### config.mk
export PLATFORM = sky130hd
export DESIGN_NAME = core_status_pc_stack_regs
export DESIGN_NICKNAME = d
export VERILOG_FILES = /design/src/logic/core_regs_pkg.sv /design/src/logic/return_stack.sv /design/src/logic/core_status_pc_stack_regs.sv
export SDC_FILE = /design/constraint.sdc
export NUM_CORES = 1
export LEC_CHECK = 0
export BUFFER_PORTS_ARGS = -buffer_cell sky130_fd_sc_hd__buf_2
export CAP_MARGIN = 10
export CORE_MARGIN = 4
export CORE_UTILIZATION = 35
export DETAILED_ROUTE_END_ITERATION = 16
export PLACE_DENSITY = 0.6
export SETUP_SLACK_MARGIN = 0.05
export SLEW_MARGIN = 20
export SYNTH_ARGS = -nofsm -noshare
export SYNTH_HDL_FRONTEND = slang
export SYNTH_HIERARCHICAL = 1
export SYNTH_SLANG_ARGS = --single-unit
### constraint.sdc
create_clock -name ref_clk -period 3.8 [get_ports ref_clk]
set_clock_uncertainty 0.05 [all_clocks]
set_input_delay 0.76 -clock ref_clk [delete_from_list [all_inputs] [get_ports ref_clk]]
set_output_delay 0.76 -clock ref_clk [all_outputs]
set_load 0.005 [all_outputs]
### src/logic/core_regs_pkg.sv
package core_regs_pkg;
  // ----------------------------------------
  // register indexes, byte address = 4*index
  // ----------------------------------------
  localparam logic [7:0] IDX_STATUS = 8'h03;
  localparam logic [7:0] IDX_INTERRUPT_ENABLES_FLAGS = 8'h0B;
  localparam logic [7:0] IDX_OPTION = 8'h81;
  localparam logic [7:0] IDX_PCL    = 8'h02;
  localparam logic [7:0] IDX_PROGRAM_COUNTER_HIGH_LATCH = 8'h0A;
  localparam logic [7:0] IDX_NVM    = 8'h0C;
  // ----------------------------------------
  // field positions
  // ----------------------------------------
  localparam int ST_BANK = 5;
  localparam int ST_TO   = 4;
  localparam int ST_PD   = 3;
  localparam int ST_Z    = 2;
  localparam int ST_DC   = 1;
  localparam int ST_C    = 0;
  localparam int OP_PUD  = 7;
  localparam int OP_EDGE = 6;
  localparam int OP_TSRC = 5;
  localparam int OP_TSE  = 4;
  localparam int OP_PSA  = 3;
  localparam int IC_GIE  = 7;
  localparam int IC_NVM_WRITE_DONE_ENABLE = 6;
  localparam int IC_TIMER_OVERFLOW_FLAG = 2;
  localparam int IC_EXT_PIN_IRQ_FLAG = 1;
  localparam int IC_PORT_CHANGE_FLAG = 0;
  localparam int NV_FLAG = 4;
  // ----------------------------------------
  // reset values and constants
  // ----------------------------------------
  localparam logic [7:0]  STATUS_RST = 8'h18;
  localparam logic [7:0]  OPTION_RST = 8'hFF;
  localparam logic [7:0]  ZERO8      = 8'h00;
  localparam logic [12:0] IRQ_VECTOR = 13'h0004;
  localparam logic [1:0]  RESP_OKAY  = 2'h0;
  localparam logic [1:0]  RESP_SLVERR = 2'h2;
  // ----------------------------------------
  // types
  // ----------------------------------------
  typedef enum logic [3:0] {
    OP_NONE, OP_MOVE, OP_ADD, OP_SUB, OP_LOGIC, OP_ROL, OP_ROR,
    OP_WATCHDOG_CLEAR_INSTR, OP_SLEEP, OP_CALL, OP_GOTO, OP_RETURN, OP_RETURN_WITH_LITERAL,
    OP_RETURN_FROM_IRQ, OP_SKIP, OP_IRQ
  } op_type;
  typedef enum logic [2:0] {
    DEST_NONE, DEST_OTHER, DEST_STATUS, DEST_INTERRUPT_ENABLES_FLAGS, DEST_OPTION,
    DEST_PCL, DEST_PROGRAM_COUNTER_HIGH_LATCH, DEST_NVM
  } dest_type;
  typedef struct packed {
    op_type     op;
    logic [7:0] a;
    logic [7:0] b;
    dest_type   dest;
    logic [10:0] target;
  } exec_req_type;
  typedef struct packed {
    logic       use_pin;
    logic       falling;
    logic [3:0] timer_log2;
    logic [2:0] wdt_log2;
  } timer_cfg_type;
  typedef struct packed {
    logic [7:0] res;
    logic       dc;
    logic       c;
  } alu_out_type;
endpackage

### src/logic/return_stack.sv
`timescale 1ns/10ps
module return_stack
  import core_regs_pkg::*;
#(
  parameter int DEPTH = 8,
  parameter int WIDTH = 13
)(
  input  wire logic             ref_clk,
  input  wire logic             rst_b,
  input  wire logic             push,
  input  wire logic             pop,
  input  wire logic [WIDTH-1:0] push_data,
  output logic      [WIDTH-1:0] top
);
  localparam int PW = $clog2(DEPTH);
  logic [WIDTH-1:0] mem_reg [DEPTH];
  logic [PW-1:0]    ptr_reg;
  logic [PW-1:0]    last;

  assign last = ptr_reg - 1'b1;
  assign top  = mem_reg[last];

  // pointer wraps silently, ninth push lands on first slot
  always_ff @(posedge ref_clk)
    if (!rst_b)
      ptr_reg <= '0;
    else if (push)
      ptr_reg <= ptr_reg + 1'b1;
    else if (pop)
      ptr_reg <= last;

  always_ff @(posedge ref_clk)
    if (push)
      mem_reg[ptr_reg] <= push_data;
endmodule // return_stack

### src/logic/core_status_pc_stack_regs.sv
`timescale 1ns/10ps
module core_status_pc_stack_regs
  import core_regs_pkg::*;
#(
  parameter int AW = 12
)(
  input  wire logic          ref_clk,
  input  wire logic          rst_b,
  input  wire logic [AW-1:0] s_axi_awaddr,
  input  wire logic          s_axi_awvalid,
  output logic               s_axi_awready,
  input  wire logic [31:0]   s_axi_wdata,
  input  wire logic [3:0]    s_axi_wstrb,
  input  wire logic          s_axi_wvalid,
  output logic               s_axi_wready,
  output logic [1:0]         s_axi_bresp,
  output logic               s_axi_bvalid,
  input  wire logic          s_axi_bready,
  input  wire logic [AW-1:0] s_axi_araddr,
  input  wire logic          s_axi_arvalid,
  output logic               s_axi_arready,
  output logic [31:0]        s_axi_rdata,
  output logic [1:0]         s_axi_rresp,
  output logic               s_axi_rvalid,
  input  wire logic          s_axi_rready,
  input  wire logic          exec_valid,
  input  wire exec_req_type  exec_req,
  output logic               exec_stall,
  output logic [7:0]         alu_result,
  input  wire logic [6:0]    file_addr,
  output logic [7:0]         data_addr,
  output logic [12:0]        program_counter,
  output logic               irq_req,
  input  wire logic          external_reset_pin_b,
  input  wire logic          watchdog_timeout,
  input  wire logic          timer_overflow_evt,
  input  wire logic          nvm_write_busy,
  input  wire logic          external_irq_pin,
  input  wire logic [3:0]    port_upper_pins,
  input  wire logic [7:0]    port_latch,
  output logic [7:0]         pullup_en,
  output timer_cfg_type      timer_cfg
);
  // ----------------------------------------
  // state
  // ----------------------------------------
  logic [7:0]  status_reg;
  logic [7:0]  interrupt_enables_flags_reg;
  logic [7:0]  option_reg;
  logic [4:0]  program_counter_high_latch_reg;
  logic        nvm_flag_reg;
  logic        nvm_busy_reg;
  logic [12:0] pc_reg;
  logic [12:0] pc_next;
  logic        flush_reg;
  logic [7:0]  result_reg;
  logic [5:0]  s1_reg, s2_reg, s3_reg, pin_reg;
  logic [5:0]  pin_next;
  logic        bvalid_reg, rvalid_reg;
  logic [1:0]  bresp_reg, rresp_reg;
  logic [7:0]  rdata_reg;

  // ----------------------------------------
  // helpers
  // ----------------------------------------
  function automatic dest_type idx_dest(input logic [AW-1:0] addr);
    dest_type d;
    d = DEST_NONE;
    if (addr[1:0] == 2'b00 && addr[AW-1:10] == '0)
      unique case (addr[9:2])
        IDX_STATUS: d = DEST_STATUS;
        IDX_INTERRUPT_ENABLES_FLAGS: d = DEST_INTERRUPT_ENABLES_FLAGS;
        IDX_OPTION: d = DEST_OPTION;
        IDX_PCL:    d = DEST_PCL;
        IDX_PROGRAM_COUNTER_HIGH_LATCH: d = DEST_PROGRAM_COUNTER_HIGH_LATCH;
        IDX_NVM:    d = DEST_NVM;
        default:    d = DEST_NONE;
      endcase
    return d;
  endfunction

  // nibble and byte carries of a + b + cin
  function automatic alu_out_type add8(input logic [7:0] a, input logic [7:0] b,
                                       input logic cin);
    alu_out_type o;
    logic [4:0] lo;
    logic [8:0] full;
    lo    = {1'b0, a[3:0]} + {1'b0, b[3:0]} + {4'h0, cin};
    full  = {1'b0, a} + {1'b0, b} + {8'h00, cin};
    o.res = full[7:0];
    o.dc  = lo[4];
    o.c   = full[8];
    return o;
  endfunction

  // ----------------------------------------
  // pin synchroniser: reset pin, irq pin, port 7..4
  // ----------------------------------------
  always_ff @(posedge ref_clk)
    if (!rst_b)
    begin
      s1_reg  <= 6'h01;
      s2_reg  <= 6'h01;
      s3_reg  <= 6'h01;
      pin_reg <= 6'h01;
    end
    else
    begin
      s1_reg  <= {port_upper_pins, external_irq_pin, external_reset_pin_b};
      s2_reg  <= s1_reg;
      s3_reg  <= s2_reg;
      pin_reg <= pin_next;
    end

  always_comb
    for (int i = 0; i < 6; i++)
      pin_next[i] = (s2_reg[i] == s3_reg[i]) ? s3_reg[i] : pin_reg[i];

  logic soft_rst, irq_edge, port_change, nvm_done;
  assign soft_rst    = !pin_reg[0] || watchdog_timeout;
  assign irq_edge    = (pin_next[1] != pin_reg[1]) &&
                       (pin_next[1] == option_reg[OP_EDGE]);
  assign port_change = pin_next[5:2] != pin_reg[5:2];
  assign nvm_done    = nvm_busy_reg && !nvm_write_busy;

  // ----------------------------------------
  // instruction side
  // ----------------------------------------
  op_type      op;
  logic        ex_go, aff_z, aff_dcc, aff_c, pc_jump;
  alu_out_type sum;
  logic [7:0]  res;
  logic        c_new;

  assign op      = exec_req.op;
  assign ex_go   = exec_valid && !flush_reg && !soft_rst;
  assign aff_z   = op inside {OP_ADD, OP_SUB, OP_LOGIC};
  assign aff_dcc = op inside {OP_ADD, OP_SUB};
  assign aff_c   = op inside {OP_ADD, OP_SUB, OP_ROL, OP_ROR};
  assign pc_jump = op inside {OP_CALL, OP_GOTO, OP_RETURN, OP_RETURN_WITH_LITERAL, OP_RETURN_FROM_IRQ,
                              OP_SKIP, OP_IRQ} || exec_req.dest == DEST_PCL;

  always_comb
  begin
    sum   = add8(exec_req.a, exec_req.b, 1'b0);
    res   = exec_req.a;
    c_new = sum.c;
    unique case (op)
      OP_ADD: res = sum.res;
      OP_SUB:
      begin
        sum   = add8(exec_req.a, ~exec_req.b, 1'b1);
        res   = sum.res;
        c_new = sum.c;
      end
      OP_ROL:
      begin
        res   = {exec_req.a[6:0], status_reg[ST_C]};
        c_new = exec_req.a[7];
      end
      OP_ROR:
      begin
        res   = {status_reg[ST_C], exec_req.a[7:1]};
        c_new = exec_req.a[0];
      end
      default: res = exec_req.a;
    endcase
  end

  // ----------------------------------------
  // unified register write port, datapath first
  // ----------------------------------------
  logic     axi_wr, ex_wr, wr;
  dest_type wr_dest;
  logic [7:0] wr_data;
  assign ex_wr  = ex_go && exec_req.dest != DEST_NONE;
  assign axi_wr = s_axi_awvalid && s_axi_wvalid && !bvalid_reg && !ex_wr;
  assign wr      = ex_wr || (axi_wr && s_axi_wstrb[0]);
  assign wr_dest = ex_wr ? exec_req.dest : idx_dest(s_axi_awaddr);
  assign wr_data = ex_wr ? res : s_axi_wdata[7:0];

  // ----------------------------------------
  // status
  // ----------------------------------------
  always_ff @(posedge ref_clk)
    if (!rst_b)
      status_reg <= STATUS_RST;
    else
    begin
      if (wr && wr_dest == DEST_STATUS)
      begin
        status_reg[7:ST_BANK] <= wr_data[7:ST_BANK];
        if (!(ex_go && aff_z))
          status_reg[ST_Z] <= wr_data[ST_Z];
        if (!(ex_go && aff_dcc))
          status_reg[ST_DC] <= wr_data[ST_DC];
        if (!(ex_go && aff_c))
          status_reg[ST_C] <= wr_data[ST_C];
      end
      if (ex_go && aff_z)
        status_reg[ST_Z] <= res == ZERO8;
      if (ex_go && aff_dcc)
        status_reg[ST_DC] <= sum.dc;
      if (ex_go && aff_c)
        status_reg[ST_C] <= c_new;
      if (ex_go && op == OP_WATCHDOG_CLEAR_INSTR)
      begin
        status_reg[ST_TO] <= 1'b1;
        status_reg[ST_PD] <= 1'b1;
      end
      if (ex_go && op == OP_SLEEP)
      begin
        status_reg[ST_TO] <= 1'b1;
        status_reg[ST_PD] <= 1'b0;
      end
      if (watchdog_timeout)
        status_reg[ST_TO] <= 1'b0;
      if (soft_rst)
        status_reg[7:ST_BANK] <= '0;
    end

  assign data_addr = {status_reg[ST_BANK], file_addr};

  // ----------------------------------------
  // option and program_counter_high_latch
  // ----------------------------------------
  always_ff @(posedge ref_clk)
    if (!rst_b || soft_rst)
      option_reg <= OPTION_RST;
    else if (wr && wr_dest == DEST_OPTION)
      option_reg <= wr_data;

  always_ff @(posedge ref_clk)
    if (!rst_b || soft_rst)
      program_counter_high_latch_reg <= '0;
    else if (wr && wr_dest == DEST_PROGRAM_COUNTER_HIGH_LATCH)
      program_counter_high_latch_reg <= wr_data[4:0];

  assign pullup_en = option_reg[OP_PUD] ? ZERO8 : port_latch;
  assign timer_cfg.use_pin = option_reg[OP_TSRC];
  assign timer_cfg.falling = option_reg[OP_TSE];
  assign timer_cfg.timer_log2 = option_reg[OP_PSA] ? 4'h0 :
                                {1'b0, option_reg[2:0]} + 4'h1;
  assign timer_cfg.wdt_log2 = option_reg[OP_PSA] ? option_reg[2:0] : 3'h0;

  // ----------------------------------------
  // interrupt enables and flags, set beats clear
  // ----------------------------------------
  always_ff @(posedge ref_clk)
    if (!rst_b)
      interrupt_enables_flags_reg <= ZERO8;
    else if (soft_rst)
      interrupt_enables_flags_reg[7:1] <= '0;
    else
    begin
      if (wr && wr_dest == DEST_INTERRUPT_ENABLES_FLAGS)
        interrupt_enables_flags_reg <= wr_data;
      if (ex_go && op == OP_IRQ)
        interrupt_enables_flags_reg[IC_GIE] <= 1'b0;
      if (ex_go && op == OP_RETURN_FROM_IRQ)
        interrupt_enables_flags_reg[IC_GIE] <= 1'b1;
      if (timer_overflow_evt)
        interrupt_enables_flags_reg[IC_TIMER_OVERFLOW_FLAG] <= 1'b1;
      if (irq_edge)
        interrupt_enables_flags_reg[IC_EXT_PIN_IRQ_FLAG] <= 1'b1;
      if (port_change)
        interrupt_enables_flags_reg[IC_PORT_CHANGE_FLAG] <= 1'b1;
    end

  always_ff @(posedge ref_clk)
    if (!rst_b)
    begin
      nvm_flag_reg <= 1'b0;
      nvm_busy_reg <= 1'b0;
    end
    else
    begin
      nvm_busy_reg <= nvm_write_busy;
      if (wr && wr_dest == DEST_NVM)
        nvm_flag_reg <= wr_data[NV_FLAG];
      if (nvm_done)
        nvm_flag_reg <= 1'b1;
    end

  assign irq_req = interrupt_enables_flags_reg[IC_GIE] &&
    |({nvm_flag_reg, interrupt_enables_flags_reg[IC_TIMER_OVERFLOW_FLAG:IC_PORT_CHANGE_FLAG]} & interrupt_enables_flags_reg[IC_NVM_WRITE_DONE_ENABLE:3]);

  // ----------------------------------------
  // program counter, stack, two-cycle ops
  // ----------------------------------------
  logic [12:0] stack_top;
  logic        push, pop;
  assign push = ex_go && op inside {OP_CALL, OP_IRQ};
  assign pop  = ex_go && op inside {OP_RETURN, OP_RETURN_WITH_LITERAL, OP_RETURN_FROM_IRQ};

  return_stack #(.DEPTH(8), .WIDTH(13)) u_stack (
    .ref_clk   (ref_clk),
    .rst_b     (rst_b),
    .push      (push),
    .pop       (pop),
    .push_data (pc_reg + 13'h1),
    .top       (stack_top)
  );

  always_comb
  begin
    pc_next = pc_reg;
    if (ex_go)
    begin
      unique case (op)
        OP_CALL, OP_GOTO: pc_next = {program_counter_high_latch_reg[4:3], exec_req.target};
        OP_RETURN, OP_RETURN_WITH_LITERAL, OP_RETURN_FROM_IRQ: pc_next = stack_top;
        OP_IRQ:  pc_next = IRQ_VECTOR;
        OP_SKIP: pc_next = pc_reg + 13'h2;
        default: pc_next = pc_reg + 13'h1;
      endcase
    end
    if (wr && wr_dest == DEST_PCL)
      pc_next = {program_counter_high_latch_reg, wr_data};
  end

  always_ff @(posedge ref_clk)
    if (!rst_b || soft_rst)
      pc_reg <= '0;
    else
      pc_reg <= pc_next;

  always_ff @(posedge ref_clk)
    if (!rst_b)
      flush_reg <= 1'b0;
    else
      flush_reg <= ex_go && pc_jump;

  always_ff @(posedge ref_clk)
    if (!rst_b)
      result_reg <= ZERO8;
    else if (ex_go)
      result_reg <= res;

  assign exec_stall      = flush_reg;
  assign alu_result      = result_reg;
  assign program_counter = pc_reg;

  // ----------------------------------------
  // axi4-lite slave
  // ----------------------------------------
  assign s_axi_awready = axi_wr;
  assign s_axi_wready  = axi_wr;
  assign s_axi_arready = !rvalid_reg;
  assign s_axi_bvalid  = bvalid_reg;
  assign s_axi_bresp   = bresp_reg;
  assign s_axi_rvalid  = rvalid_reg;
  assign s_axi_rresp   = rresp_reg;
  assign s_axi_rdata   = {24'h000000, rdata_reg};

  always_ff @(posedge ref_clk)
    if (!rst_b)
    begin
      bvalid_reg <= 1'b0;
      bresp_reg  <= RESP_OKAY;
    end
    else if (axi_wr)
    begin
      bvalid_reg <= 1'b1;
      bresp_reg  <= idx_dest(s_axi_awaddr) == DEST_NONE ? RESP_SLVERR : RESP_OKAY;
    end
    else if (s_axi_bready)
      bvalid_reg <= 1'b0;

  always_ff @(posedge ref_clk)
    if (!rst_b)
    begin
      rvalid_reg <= 1'b0;
      rresp_reg  <= RESP_OKAY;
      rdata_reg  <= ZERO8;
    end
    else if (s_axi_arvalid && !rvalid_reg)
    begin
      rvalid_reg <= 1'b1;
      rresp_reg  <= RESP_OKAY;
      unique case (idx_dest(s_axi_araddr))
        DEST_STATUS: rdata_reg <= status_reg;
        DEST_INTERRUPT_ENABLES_FLAGS: rdata_reg <= interrupt_enables_flags_reg;
        DEST_OPTION: rdata_reg <= option_reg;
        DEST_PCL:    rdata_reg <= pc_reg[7:0];
        DEST_PROGRAM_COUNTER_HIGH_LATCH: rdata_reg <= {3'h0, program_counter_high_latch_reg};
        DEST_NVM:    rdata_reg <= {3'h0, nvm_flag_reg, 4'h0};
        default:
        begin
          rdata_reg <= ZERO8;
          rresp_reg <= RESP_SLVERR;
        end
      endcase
    end
    else if (s_axi_rready)
      rvalid_reg <= 1'b0;
endmodule // core_status_pc_stack_regs

### Word level (Yosys, flattened, before mapping)

Memories as Yosys holds them, arrays and structs flattened.
Index checks and enable logic that the tools add are counted.

| cells by class | value |
|---|---|
| add/sub/neg operators | 11 |
| equal/unequal tests | 48 |
| multiplexer cells | 53 |
| bitwise logic cells | 4 |
| reductions and logical operators | 74 |

Operators with widths:

| kind | count |
|---|---|
| case mux 13 bit (4 select lines) | 1 |
| == test 8 x 4 -> 1 bit, second input constant | 6 |
| case mux 8 bit (6 select lines) | 1 |
| case mux 3 bit (6 select lines) | 2 |
| 2-to-1 mux 3 bit | 11 |
| == test 4 bit, second input constant | 8 |
| == test 8 x 2 -> 1 bit, second input constant | 4 |
| case mux 8 bit (4 select lines) | 1 |
| logical AND 1 bit | 29 |
| nonzero test 2 bit | 14 |
| == test 3 bit, second input constant | 9 |
| 2-to-1 mux 13 bit | 2 |
| 2-to-1 mux 1 bit | 25 |
| 2-to-1 mux 8 bit | 3 |
| adder 8 x 8 -> 9 bit | 2 |
| == test 4 x 3 -> 1 bit, second input constant | 4 |
| == test 8 bit, second input constant | 2 |
| nonzero test 3 bit | 5 |
| adder 13 x 1 -> 13 bit, second input constant | 1 |
| adder 13 x 2 -> 13 bit, second input constant | 1 |
| == test 3 x 2 -> 1 bit, second input constant | 4 |
| adder 4 x 4 -> 5 bit | 2 |
| 2-to-1 mux 2 bit | 5 |
| adder 9 x 1 -> 9 bit, second input constant | 1 |
| other kinds (25) | 47 |

| storage, ports and cells | value |
|---|---|
| register bits after elaboration | 94 |
| memory bits (writable) | 104 |
| input port bits | 126 |
| memories kept | 1 |

Memory list:

| name | depth | bits a word | rd ports | clocked after Yosys merged registers in | write ports | line | source |
|---|---|---|---|---|---|---|---|
| u_stack.mem_reg | 8 | 13 | 1 | 0 | 1 | return_stack.sv:16 | `logic [WIDTH-1:0] mem_reg [DEPTH];` |

### Depth between registers and ports, before layout

| logic depth | value |
|---|---|
| word-level depth | 13 |
| depth in mapped cells | 14 |
| depth with buffers taken out | 10 |

### Cells and area by module

Netlist, hierarchy kept.

Modules (own cells, without submodules):

| module | instances | cells each | area an instance (um^2) |
|---|---|---|---|
| core_status_pc_stack_regs | 1 | 831 | 6548.8 |
| return_stack | 1 | 272 | 4349.2 |

### Worst setup path before layout

Ideal clock, no wire load.

| timing path | value |
|---|---|
| kind | in2reg |
| start point | input port exec_req[30] (netlist bit) |
| end point | memory u_stack.mem_reg[2][0] (enable) |
| library setup time | 0.400 ns |
| data arrival time | 2.959 ns |
| data required time | 3.350 ns |
| setup slack | 0.392 ns |
| stages | 8 |
| cells stage by stage | buf_2 > buf_2 > buf_2 > clkbuf_1 > nand3_1 > nor2_1 > nand2_1 > nor3_1 |

| between the ends | value |
|---|---|
| longest elaborated chain between the ends | 5 |
| elaborated cells between the ends (all ways) | 6 |
| those cells by class | eq/ne: 2; mux: 2; reduce/logical: 2 |

Ends and longest elaborated chain:

| element | line | source |
|---|---|---|
| start: declaration | core_status_pc_stack_regs.sv:27 | `input wire exec_req_type exec_req,` |
| == test 4 bit | core_status_pc_stack_regs.sv:293 | `assign push = ex_go && op inside {OP_CALL, OP_IRQ};` |
| nonzero test 2 bit * | core_status_pc_stack_regs.sv:293 |  |
| logical AND 1 bit * | core_status_pc_stack_regs.sv:293 |  |
| named net push | core_status_pc_stack_regs.sv:292 | `logic push, pop;` |
| 2-to-1 mux 1 bit * | return_stack.sv:33 | `if (push)` |
| 2-to-1 mux 1 bit (not written as such) * | return_stack.sv:34 | `mem_reg[ptr_reg] <= push_data;` |
| end: declaration | return_stack.sv:16 |  |

Mark *: on every way through the listed nets, which the timed path passes. The rest lies on a longest branch.

### Worst setup path after layout

| timing path | value |
|---|---|
| start point | register u_stack.ptr_reg[1] |
| end point | register pc_reg[9], in the netlist program_counter[9] |

| between the ends | value |
|---|---|
| longest elaborated chain between the ends | 5 |

Ends and longest elaborated chain:

| element | line | source |
|---|---|---|
| start: declaration | return_stack.sv:17 | `logic [PW-1:0] ptr_reg;` |
| start signal: assignment | return_stack.sv:28 | `ptr_reg <= ptr_reg + 1'b1;` |
| start signal: assignment | return_stack.sv:30 | `ptr_reg <= last;` |
| subtractor 3 x 1 -> 3 bit | return_stack.sv:20 | `assign last = ptr_reg - 1'b1;` |
| memory read (8 x 13 bit) | - |  |
| named net stack_top[9] | core_status_pc_stack_regs.sv:291 | `logic [12:0] stack_top;` |
| case mux 13 bit (4 select lines) | core_status_pc_stack_regs.sv:310 | `unique case (op)` |
| 2-to-1 mux 13 bit | core_status_pc_stack_regs.sv:308 | `if (ex_go)` |
| 2-to-1 mux 13 bit | core_status_pc_stack_regs.sv:318 | `if (wr && wr_dest == DEST_PCL)` |
| end signal: assignment | core_status_pc_stack_regs.sv:326 | `pc_reg <= pc_next;` |
| end: declaration | core_status_pc_stack_regs.sv:53 | `logic [12:0] pc_reg;` |

The timed path passes the listed nets, and every way through them passes these cells. The select of a mux whose other input is x is not followed.
A chain may end at the register's enable or synchronous reset.

==> qor.txt <==
# placed instances: 1599
Register area: 4960 um^2
Nets: 1372
Grt ovf: 0
CP peak stage delay: 720 ps
Setup TNS Final: 0 ps
Post-synth ARST share: 0%
Final Wtd Congestion: 0.881
Max VDD drop: 0.288 mV
Total number of vias: 8817
Final Hold Fails: 0
Worst skew pair latency: 440 ps
PostCTS Resize Cnt: 0
Number of global-route vias before repair: 8451
Yosys reg bits: 196
WL final: 30.5 mm
H-Tree Depth: 4
Die ar.: 34000 um^2
Setup-violating endpoint count in the final report: 0
Via-to-Cell Ratio: 5.41
Primary FF master, synth: edfxtp_1
CTS max path bufs: 2
PwrDens: 384 nW/um^2
Power, Total: 0.00483 W
Tot GR Track Use: 17.5%
Post-route insts no fill: 1631
Type of the worst setup path: flip-flop to flip-flop
Maximum operating frequency: 317 MHz
Initial antenna violation count: 0
Min Hold Slack: 366 ps
CTS tree: built
Initial cell density of the core: 35.5%
Starting DRT DRC Count: 696
Port Buffers: 147
RSZ-0062 raised after global routing: false
Slew Limit Fails: 0
Post-DP HPWL: 22.6 mm
Slew @ Worst Pin: 1020 ps
Mapped Area: 10900 um^2
Status: completed
Setup repair bufs after CTS: 0
Top Family by Delay on Critical Path: compound AO/OA/AOI/OAI gates
Slowest cell on crit path: ha_2
Slew Limit Headroom: 32.1%
Post-place instance area: 11900 um^2
Synth cell types: 96
CP Launch Type: flip-flop
CTS buffer count: 17
Rows: 64
Post-synth EDFFs: 104
Design area: 12600 um^2
Tcrit/Tclk final: 83.0%
Cells along the critical path: inv_1 > ha_2 > mux2i_1 > nand3_1 > and4_1 > a221oi_1 > o21ai_0 > a221o_1 > a22oi_1 > a21oi_1
DRT antenna net count: 0
Post-route minimum period: 3150 ps
Leakage: 4.56 nW
Routed WL per cell: 18.7 um
Clk root buf: clkbuf_16
Die height: 184 um
CP max FO: 18
First-pass DRT Iterations: 6
Cell count after synthesis: 1103
Critical Path End Type: flip-flop
Post-CTS Hold Fix Bufs: 0
Clock sink total: 196
Crit path required time: 4050 ps
Syn avg cell area: 9.88 um^2
Largest net degree at the start of global routing: 33
Buf+Inv Stages, Crit Path: 1
Sequential fraction of the synthesis area: 45.6%
Num ports: 215
Max reg flops: 104
Core area: 30700 um^2
HP Class: flip-flop to flip-flop
Fill count: 3008
Share of layout cells above drive strength 1: 21.5%
Max-Cap Viols: 0
# DRC: 0
Die Wd: 184 um
Critical path data arrival time: 3400 ps
Clock slew at the register clock pins of the worst setup and hold paths: 80 ps
Synthesis-to-finish area growth: 15.5%
Diodes inserted: 0
Global-route wire length before repair: 47.3 mm
Synth warn: 6
Multi-input gate area: 5310 um^2
-- routing by layer --
layer	wire length [um]	track usage [%]	vias up
met5	0	0	-
li1	-	-	4277
met4	484	4.41	0
met2	15000	29.8	272
met3	1650	3.41	35
met1	13400	23.0	4233
-- cell usage after synthesis, types with 23 or more instances --
master    instances  area, um^2
dfxtp_1          92        1840
buf_4            41         308
clkbuf_1         42         158
a21oi_1          64         320
inv_1            24        90.1
buf_2            23         115
nand3_1          64         320
edfxtp_1        104        3120
mux2i_1          63         631
nor2_1           79         297
o21ai_0          47         235
and2_1           30         188
nand2_1          76         285
-- path summary, 6_finish.rpt --
path,startpoint,endpoint,slack (ps),cells past startpoint
worst max-delay path,u_stack/ptr_reg[1],program_counter[9],650,10
worst min-delay path,s1_reg[0],s2_reg[0],370,1
worst max register to register,u_stack/ptr_reg[1],program_counter[9],650,10
worst min register to register,s1_reg[0],s2_reg[0],370,1
-- cell families after synthesis --
family / Yosys count / synth area share, %
multiplexers: 74 / 6.92
other: 1 / 0.0344
XOR/XNOR: 26 / 2.23
AO/OA/AOI/OAI: 265 / 16.9
AND/OR/NAND/NOR: 379 / 18.8
flip-flops: 196 / 45.6
buffers and inverters: 138 / 6.69
adder cells (fa/ha/maj): 24 / 2.89
-- final cells by class --
type / count / area share (%)
Tap cell: 396 / 3.93
Multi-Input combinational cell: 794 / 42.2
Timing Repair Buffer: 187 / 8.53
Clock buffer: 17 / 3.38
Sequential cell: 196 / 39.4
Clock inverter: 15 / 1.79
Inverter: 26 / 0.775
-- power by group --
| part | leakage [nW] | switching [W] | total (W) | internal [W] |
|---|---|---|---|---|
| logic | 2.59 | 0.000378 | 0.000623 | 0.000245 |
| clock network | 0.316 | 0.000948 | 0.00194 | 0.000989 |
| registers | 1.66 | 0.0000278 | 0.00227 | 0.00224 |
-- through the flow --
| stage | utilization [%] | setup slack [ps] |
|---|---|---|
| 6_report | 41.1 | 647 |
| 3_3_place_gp | 38.9 | 516 |
| 5_1_grt | 41.1 | 426 |
| 3_5_place_dp | 38.9 | 449 |
| 4_1_cts | 41.1 | 637 |
| 2_1_floorplan | - | 392 |
-- placed cells by master, fill, tap and decap left out, types with 7 or more instances in the layout --
master     instances
buf_2            147
edfxtp_1         104
dfxtp_1           92
nor2_1            79
nand2_1           76
nand3_1           64
a21oi_1           64
mux2i_1           63
o21ai_0           47
buf_4             37
and2_1            30
conb_1            26
inv_1             24
nor2b_1           21
ha_1              21
nor3_1            18
clkbuf_16         17
and4_1            15
nand2b_1          15
a211oi_1          15
a221oi_1          15
xnor2_1           14
mux2_2            11
a31oi_1           11
xor2_1            10
a222oi_1          10
nand3b_1           9
a21o_1             9
o21a_1             7
No activity file was read; power rests on OpenSTA's default activity.
